**config.mk**
```make
export PLATFORM = sky130hd
export DESIGN_NAME = timer_input_edge_select
export DESIGN_NICKNAME = d
export VERILOG_FILES = /design/src/rtl/edge_sel_pkg.sv /design/src/rtl/edge_detector.sv /design/src/rtl/timer_input_edge_select.sv
export SDC_FILE = /design/constraint.sdc
export NUM_CORES = 1
export LEC_CHECK = 0
export ABC_AREA = 0
export BUFFER_PORTS_ARGS = -buffer_cell sky130_fd_sc_hd__buf_2
export CAP_MARGIN = 20
export CELL_PAD_IN_SITES_DETAIL_PLACEMENT = 1
export CELL_PAD_IN_SITES_GLOBAL_PLACEMENT = 1
export CORE_UTILIZATION = 34
export DETAILED_ROUTE_END_ITERATION = 8
export GPL_ROUTABILITY_DRIVEN = 0
export PLACE_DENSITY_LB_ADDON = 0.15
export SYNTH_ARGS = -nofsm -noshare
export SYNTH_HDL_FRONTEND = slang
export SYNTH_SLANG_ARGS = --single-unit
```
**constraint.sdc**
```tcl
create_clock -name clock -period 2.6 [get_ports clock]
set_input_delay 0.13 -clock clock [delete_from_list [all_inputs] [get_ports clock]]
set_output_delay 0.13 -clock clock [all_outputs]
set_load 0.1 [all_outputs]
```
**src/rtl/edge_sel_pkg.sv**
```systemverilog
// Purpose: Shared constants and types for the timer input edge selection block.
// Assumes: One 250 MHz clock, byte-wide registers on a plain strobe port.
// Notes:   Edge codes are shared by the capture and event/trigger fields.
package edge_sel_pkg;
    localparam int unsigned ADDR_W = 28;
    localparam logic [27:0] CAPTURE_EDGE_CONTROL_ADDR       = 28'h00FFF50;
    localparam logic [27:0] EVENT_TRIGGER_EDGE_CONTROL_ADDR = 28'hFFFFF54;
    localparam logic [27:0] STATUS_ADDR                     = 28'h00FFF58;
    localparam logic [27:0] CONTROL_ADDR                    = 28'h00FFF5C;
    localparam logic [7:0]  CAPTURE_EDGE_RESET              = 8'h00;
    localparam logic [7:0]  EVENT_TRIGGER_RESET             = 8'h00;
    localparam logic [7:0]  EVENT_TRIGGER_MASK              = 8'h0F;
    localparam int unsigned EVENT_FIELD_LSB                 = 2;
    localparam int unsigned TRIGGER_FIELD_LSB               = 0;
    localparam int unsigned NUM_CAPTURE                     = 4;

    typedef enum logic [1:0] {
        EDGE_NONE    = 2'h0,
        EDGE_RISING  = 2'h1,
        EDGE_FALLING = 2'h2,
        EDGE_BOTH    = 2'h3
    } edge_mode_e;

    typedef enum logic [1:0] {
        BIT_OP_BYTE  = 2'h0,
        BIT_OP_SET   = 2'h1,
        BIT_OP_CLEAR = 2'h2
    } bit_op_e;

    typedef struct packed {
        logic [27:0] addr;
        logic [7:0]  wdata;
        logic        wr;
        logic        rd;
        bit_op_e     op;
        logic [2:0]  bit_idx;
    } reg_req_s;

    // Decodes a two-bit edge field against the previous and present pin levels.
    function automatic logic edge_hit(input logic [1:0] mode, input logic prev, input logic cur);
        edge_hit = ((mode == EDGE_RISING || mode == EDGE_BOTH) && !prev && cur) ||
                   ((mode == EDGE_FALLING || mode == EDGE_BOTH) && prev && !cur);
    endfunction : edge_hit
endpackage : edge_sel_pkg

```
**src/rtl/edge_detector.sv**
```systemverilog
// Purpose: Synchronises one pin and flags the edge chosen by a two-bit field.
// Assumes: The pin is asynchronous to clock.
// Notes:   The pulse follows the pin by three clock edges.
`timescale 1ns/100ps
`default_nettype none
module edge_detector (
    input  wire logic       clock,  // System clock.
    input  wire logic       rst,    // Asynchronous reset, active high.
    input  wire logic       pin,    // Raw pin level.
    input  wire logic [1:0] mode,   // Edge selection field.
    output logic            level,  // Synchronised pin level.
    output logic            hit     // One-cycle pulse on a selected edge.
);
    logic meta;
    logic sync;
    logic prev;

    always_ff @(posedge clock or posedge rst) begin
        if (rst) begin
            meta <= 1'b0;
            sync <= 1'b0;
            prev <= 1'b0;
        end else begin
            meta <= pin;
            sync <= meta;
            prev <= sync;
        end
    end

    always_ff @(posedge clock or posedge rst) begin
        if (rst) begin
            hit <= 1'b0;
        end else begin
            hit <= edge_sel_pkg::edge_hit(mode, prev, sync);
        end
    end

    assign level = sync;
endmodule : edge_detector
`default_nettype wire

```
**src/rtl/timer_input_edge_select.sv**
```systemverilog
// Purpose: Edge selection for the capture, event count and external trigger inputs.
// Assumes: Software follows the count-enable sequence when changing capture fields.
// Notes:   Counter, capture registers and mode logic sit outside this block.
// Function
// Second capture field: none, rise, fall, both.
// First capture field uses same four-way coding.
// Event/trigger register: 8 bits, upper four zero.
// Event/trigger register selects edges of pin a.
// Event/trigger register supports byte and bit access.
// Reset clears event/trigger register to zero.
// Software changes capture fields only while stopped.
`timescale 1ns/100ps
`default_nettype none
module timer_input_edge_select #(
    parameter int unsigned NUM_CAP = edge_sel_pkg::NUM_CAPTURE
) (
    input  wire logic                        clock,           // System clock, 250 MHz.
    input  wire logic                        rst,             // Asynchronous reset, active high.
    input  wire edge_sel_pkg::reg_req_s      req,             // Register request.
    output logic [7:0]                       rdata,           // Read data, one cycle after read strobe.
    input  wire logic [NUM_CAP-1:0]          cap_pins,        // Capture pins; bit 0 is pin a, bit 1 pin b.
    input  wire logic                        count_enable_bit, // Counter running flag.
    input  wire logic                        event_mode,      // Event count mode is selected.
    input  wire logic                        trigger_mode,    // External trigger mode is selected.
    output logic [NUM_CAP-1:0]               capture_pulse,   // Capture trigger per input.
    output logic                             event_pulse,     // Valid event count edge on pin a.
    output logic                             trigger_pulse    // Valid external trigger edge on pin a.
);
    logic [7:0]         capture_edge_control;
    logic [7:0]         event_trigger_edge_control;
    logic [7:0]         next_event_trigger;
    logic [7:0]         next_capture;
    logic [NUM_CAP-1:0] cap_level;
    logic [NUM_CAP-1:0] cap_hit;
    logic               ev_hit;
    logic               trg_hit;
    logic               late_write;
    logic               wr_cap;
    logic               wr_evt;

    assign wr_cap = req.wr && req.addr == edge_sel_pkg::CAPTURE_EDGE_CONTROL_ADDR;
    assign wr_evt = req.wr && req.addr == edge_sel_pkg::EVENT_TRIGGER_EDGE_CONTROL_ADDR;

    // Byte writes replace the value; bit writes set or clear one bit.
    function automatic logic [7:0] apply_write(input logic [7:0] cur, input edge_sel_pkg::reg_req_s r);
        unique case (r.op)
            edge_sel_pkg::BIT_OP_SET:   apply_write = cur | (8'h01 << r.bit_idx);
            edge_sel_pkg::BIT_OP_CLEAR: apply_write = cur & ~(8'h01 << r.bit_idx);
            default:                    apply_write = r.wdata;
        endcase
    endfunction : apply_write

    always_comb begin
        next_capture = apply_write(capture_edge_control, req);
        next_event_trigger = apply_write(event_trigger_edge_control, req) & edge_sel_pkg::EVENT_TRIGGER_MASK;
    end

    always_ff @(posedge clock or posedge rst) begin
        if (rst) begin
            capture_edge_control <= edge_sel_pkg::CAPTURE_EDGE_RESET;
        end else if (wr_cap) begin
            capture_edge_control <= next_capture;
        end
    end

    always_ff @(posedge clock or posedge rst) begin
        if (rst) begin
            event_trigger_edge_control <= edge_sel_pkg::EVENT_TRIGGER_RESET;
        end else if (wr_evt) begin
            event_trigger_edge_control <= next_event_trigger;
        end
    end

    // A capture field written while counting is flagged so software can see the misuse.
    always_ff @(posedge clock or posedge rst) begin
        if (rst) begin
            late_write <= 1'b0;
        end else if (wr_cap && count_enable_bit) begin
            late_write <= 1'b1;
        end else if (req.wr && req.addr == edge_sel_pkg::STATUS_ADDR) begin
            late_write <= 1'b0;
        end
    end

    always_ff @(posedge clock or posedge rst) begin
        if (rst) begin
            rdata <= 8'h00;
        end else if (req.rd) begin
            unique case (req.addr)
                edge_sel_pkg::CAPTURE_EDGE_CONTROL_ADDR:       rdata <= capture_edge_control;
                edge_sel_pkg::EVENT_TRIGGER_EDGE_CONTROL_ADDR: rdata <= event_trigger_edge_control;
                edge_sel_pkg::STATUS_ADDR:                     rdata <= {6'h00, late_write, count_enable_bit};
                default:                                       rdata <= 8'h00;
            endcase
        end else begin
            rdata <= 8'h00;
        end
    end

    genvar i;
    generate
        for (i = 0; i < NUM_CAP; i++) begin : g_cap
            edge_detector u_det (
                .clock (clock),
                .rst   (rst),
                .pin   (cap_pins[i]),
                .mode  (capture_edge_control[2*i +: 2]),
                .level (cap_level[i]),
                .hit   (cap_hit[i])
            );
        end
    endgenerate

    // Event and trigger share pin a's synchronised level; their own fields pick the edge.
    logic pin_a_prev;
    always_ff @(posedge clock or posedge rst) begin
        if (rst) begin
            pin_a_prev <= 1'b0;
        end else begin
            pin_a_prev <= cap_level[0];
        end
    end

    assign ev_hit  = edge_sel_pkg::edge_hit(event_trigger_edge_control[edge_sel_pkg::EVENT_FIELD_LSB +: 2],
                                            pin_a_prev, cap_level[0]);
    assign trg_hit = edge_sel_pkg::edge_hit(event_trigger_edge_control[edge_sel_pkg::TRIGGER_FIELD_LSB +: 2],
                                            pin_a_prev, cap_level[0]);

    always_ff @(posedge clock or posedge rst) begin
        if (rst) begin
            capture_pulse <= '0;
            event_pulse   <= 1'b0;
            trigger_pulse <= 1'b0;
        end else begin
            capture_pulse <= cap_hit & {NUM_CAP{count_enable_bit}};
            event_pulse   <= ev_hit && event_mode && count_enable_bit;
            trigger_pulse <= trg_hit && trigger_mode && count_enable_bit;
        end
    end
endmodule : timer_input_edge_select
`default_nettype wire

```
### Word-level counts from Yosys, hierarchy flattened

Cells that the tools add are included.

| storage, ports and cells | value |
|---|---|
| output and inout port bits | 14 |
| bits of input ports | 52 |
| logic and storage cells | 118 |
| bits in registers | 43 |

| cells by class | value |
|---|---|
| reduce and logical (&&, ||, !) cells | 59 |
| bitwise gates (word level) | 6 |
| equality and inequality tests | 23 |
| multiplexer cells | 6 |
| shifts and indexed selects | 1 |

Operators with widths:

| operator | number |
|---|---|
| equality test 28 x 20 -> 1 bit (second input constant) | 2 |
| logical AND 1 bit | 32 |
| equality test 28 bit (second input constant) | 1 |
| equality test 2 bit (second input constant) | 13 |
| one-hot mux 8 bit (3 select lines) | 1 |
| logical OR 1 bit | 18 |
| one-hot mux 8 bit (2 select lines) | 1 |
| equality test 2 x 1 -> 1 bit (second input constant) | 7 |
| AND 4 bit | 2 |
| AND 8 bit | 1 |
| logical NOT 1 bit | 8 |
| two-way mux 8 bit | 1 |
| NOT 8 bit | 1 |
| OR 8 bit | 1 |
| one-hot mux 4 bit (2 select lines) | 1 |
| << shifter 1 x 3 -> 8 bit (first input constant) | 1 |
| OR 4 bit | 1 |
| two-way mux 1 bit | 2 |
| nonzero test 2 bit | 1 |

### Longest topological paths before layout

| logic depth | value |
|---|---|
| word-level depth | 7 |
| gate-level depth with buffers | 7 |
| gate-level depth less buffers | 6 |

### By module

A second synthesis with hierarchy kept.

| second synthesis, totals | value |
|---|---|
| cells, all modules | 195 |
| area, all modules | 2,084.5 µm² |

By module, submodules not included:

| module | area each (µm²) | times used | cells each |
|---|---|---|---|
| timer_input_edge_select | 1,589.0 | 1 | 163 |
| edge_detector | 123.9 | 4 | 8 |

### Least setup slack after synthesis

No wires, ideal clock.

| timing path | value |
|---|---|
| path kind | input -> register |
| start point | input port req[15] (netlist bit) |
| end point | register capture_edge_control[4] |
| arrival time | 1.671 ns |
| data required time | 2.475 ns |
| setup slack | 0.804 ns |
| library setup time | 0.125 ns |
| cell stages on the path | 5 |
| cell sequence | or4b_4 nor4_4 and2_1 buf_6 mux2_4 |

| between the ends | value |
|---|---|
| longest elaborated chain between the ends | 2 |

Ends and longest elaborated chain:

| element | RTL line | text |
|---|---|---|
| start, declared | timer_input_edge_select.sv:19 | `input wire edge_sel_pkg::reg_req_s req,` |
| equality test 28 x 20 -> 1 bit | timer_input_edge_select.sv:41 | `assign wr_cap = req.wr && req.addr == edge_sel_pkg::CAPTURE_EDGE_CONTROL_ADDR;` |
| logical AND 1 bit | timer_input_edge_select.sv:41 |  |
| end signal, assigned | timer_input_edge_select.sv:60 | `capture_edge_control <= edge_sel_pkg::CAPTURE_EDGE_RESET;` |
| end signal, assigned | timer_input_edge_select.sv:62 | `capture_edge_control <= next_capture;` |
| end, declared | timer_input_edge_select.sv:29 | `logic [7:0] capture_edge_control;` |

Every way passes these cells.
A chain may end at the register's enable or synchronous reset.

### Worst setup path after layout

| timing path | value |
|---|---|
| start point | input port req[17] (netlist bit) |
| end point | register capture_edge_control[4] |

The elaborated chain is that of the path after synthesis.

==> flow_summary.yaml <==
status:
  status: "complete, no violations"
detailed_routing:
  ant_nets: 0
  routed_wl_um: 4520
  drc: 0
  drtIter0Drc: 54
  num_vias: 1618
  drt-wirelength-per-cell_um: 13.9
  via_per_inst: 4.98
  drt_first_pass_iters: 4
sta:
  rsz0062_at_grt: "false"
  setup-violations-final: 0
  drv_slew: 0
  max_slew_margin: 0.452
  holdWs_ps: 73.6
  hold_viol: 0
  setup_tns_ps: 0
  fmax_mhz: 559
  final.setup_skew_ps: 5.14
  fin_crit_sh: 0.688
  fin_crit_ps: 1790
  worst_pin_slew_ps: 816
critical_path:
  required_ps: 2770
  worstPathCellList: "buf_2, or4_4, nor4_2, and2_1, mux2_4"
  cp.arrival_ps: 1960
  cp_slowest_cell: "or4_4"
  critPathBufInv: 1
  end_kind: "flop"
  cp_max_fo: 8
  crit_family: "simple AND/OR/NAND/NOR gates"
  start_kind: "input pin"
  path_class: "in -> reg"
  crit_path_max_incr_delay_ps: 550
  regToRegSetupSlack_ps: 1540
clock_network:
  cts_tree: "done"
  path_clk_slew_ps: 70
  postCtsHoldBufs: 5
  cts_max_level: 2
  clk_latency_ps: 280
  cts_resized: 0
  cts_setup_buffers: 0
  cts_buffer_depth: 2
  cts_made_buffers: 5
  cts-root-buf: "clkbuf_8"
  cts.sink_count: 43
place:
  numPortBuffers: 65
  dpl.hpwl_um: 3570
floorplan:
  start_util: 0.359
  coreArea_sq_mm: 0.00557
  design.die.area_sq_mm: 0.00620
  fp.dieW_um: 78.7
  io_pins: 66
  fp.dieH_um: 78.7
  rows: 27
grt:
  grt_pass1_wl_um: 7410
  grt_max_degree: 44
  grt_use_total: 0.157
  antenna_found_initial: 0
  grt_pass1_vias: 1553
  gr-total-overflow: 0
synthesis:
  yosys.area.top_type: "dfrtp_1"
  netlist_area_sq_mm: 0.00200
  synth_top_area_share: 0.538
  syn-mean-instance-area_sq_um: 11.1
  ys_ff_latch: 43
  synthMostInstantiatedCell: "dfrtp_1"
  synth.distinct_cells: 40
  yosys-top-cells-area: "dfrtp_1, a21oi_1, and2_1"
  synth-seq-area-share: 0.538
  synth_flop_cell: "dfrtp_1"
  ys_top_cells_by_count: "dfrtp_1, a21oi_1, nand2_1"
  synth_nets: 234
  yosys_warnings: 0
  synth_enable_flop_cells: 0
  synthArstFlopShare: 1.00
  synthesis.instances: 180
min_path:
  worstHoldPathType: "in -> reg"
final_layout:
  fin_nets: 307
  antenna_cells: 0
  drive_above_1_share: 0.360
  syn2layout_area_growth_pct: 27.7
flow_run:
  max-cap-violations: 0
power:
  power.density_mw_per_mm2: 507
  total_leakage_power_nw: 1.22
  ir_drop_mv: 0.296
-- flip-flops by register name (all words and copies together), names as in the netlist, 4 cells and up --
| name | cells |
|---|---|
| g_cap.u_det.level | 4 |
| event_trigger_edge_control | 4 |
| capture_pulse | 4 |
| rdata | 8 |
| g_cap.u_det.meta | 4 |
| g_cap.u_det.hit | 4 |
| g_cap.u_det.prev | 4 |
| capture_edge_control | 8 |
-- final timing paths --
path,from,cells past startpoint,endpoint
min reg2reg,g_cap[3].u_det.meta,0,g_cap[3].u_det.level
min,event_mode,3,event_pulse
max in group asynchronous,rst,4,g_cap[1].u_det.prev
min in group asynchronous,rst,4,rdata[7]
max reg2reg,capture_edge_control[7],3,capture_edge_control[7]
max,req[17],5,capture_edge_control[4]
-- cell families (layout without fill, tap and decap cells) --
kind of cell | Yosys count | count (layout) | share of synthesized area
AO/OA/AOI/OAI | 44 | 44 | 0.131
adder cells (fa/ha/maj) | 2 | 2 | 0.0125
buffers and inverters | 12 | 85 | 0.0269
flip-flops | 43 | 43 | 0.537
multiplexers | 8 | 8 | 0.0513
AND/OR/NAND/NOR | 71 | 71 | 0.241
-- where the power goes --
part | switching, W | total [W] | internal, W
sequential | 0.00000505 | 0.000683 | 0.000678
clock | 0.000198 | 0.000479 | 0.000281
combinational | 0.0000723 | 0.000135 | 0.0000627
-- worst register-to-register path: stages, from the launching register on --
cell	delay (ps)
dfrtp_1	420
a31oi_1	160
o31ai_1	90
mux2_4	270
-- layout by cell type (no fill, tap or decap), types with 2 or more instances in the layout --
master,Yosys,final
nor4_2,2,2
nand4b_1,3,3
clkbuf_8,0,5
a21oi_1,19,19
nand3_1,7,7
nand4_1,4,4
nand3b_1,7,7
nor4_4,2,2
nand2_1,11,11
or2_2,4,4
a31oi_1,9,9
o31ai_1,5,5
nor2b_1,5,5
ha_1,2,2
dfrtp_1,43,43
buf_2,1,65
nor2_1,3,3
buf_4,0,3
inv_1,5,5
nor3b_1,2,2
mux2_4,4,4
o21ai_0,5,5
mux2i_1,2,2
a22oi_1,2,2
and2_1,10,10
dlygate4sd3_1,0,5
nand2b_1,2,2
mux2_2,2,2
-- final cells by class --
class                           count  area, sq um
Clock buffer                        6         72.6
Clock inverter                      1         30.0
Fill cell                         657         3020
Inverter                            5         18.8
Multi-Input combinational cell    125          872
Sequential cell                    43         1080
Tap cell                           72         90.1
Timing Repair Buffer               73          398
-- through the flow --
step	cell area, sq um	setup slack, ps	instances	power (W)	utilization
after floorplan	2000	804	180	0.000766	-
after global placement	2400	523	313	0.000824	0.431
after detailed placement	2400	509	313	0.000827	0.431
after CTS	2560	809	325	0.00132	0.459
after global routing	2560	734	325	0.00136	0.459
final	2560	812	325	0.00130	0.459
-- metal layers --
metal / part of all wire / up-vias / global-route usage
met3: 0.041 / 5 / 0.0253
met2: 0.47 / 37 / 0.249
li1: - / 805 / -
met4: 0.015 / 0 / 0.0667
met5: 0 / - / 0
met1: 0.47 / 771 / 0.211
Power figures use the tool's default switching activity.
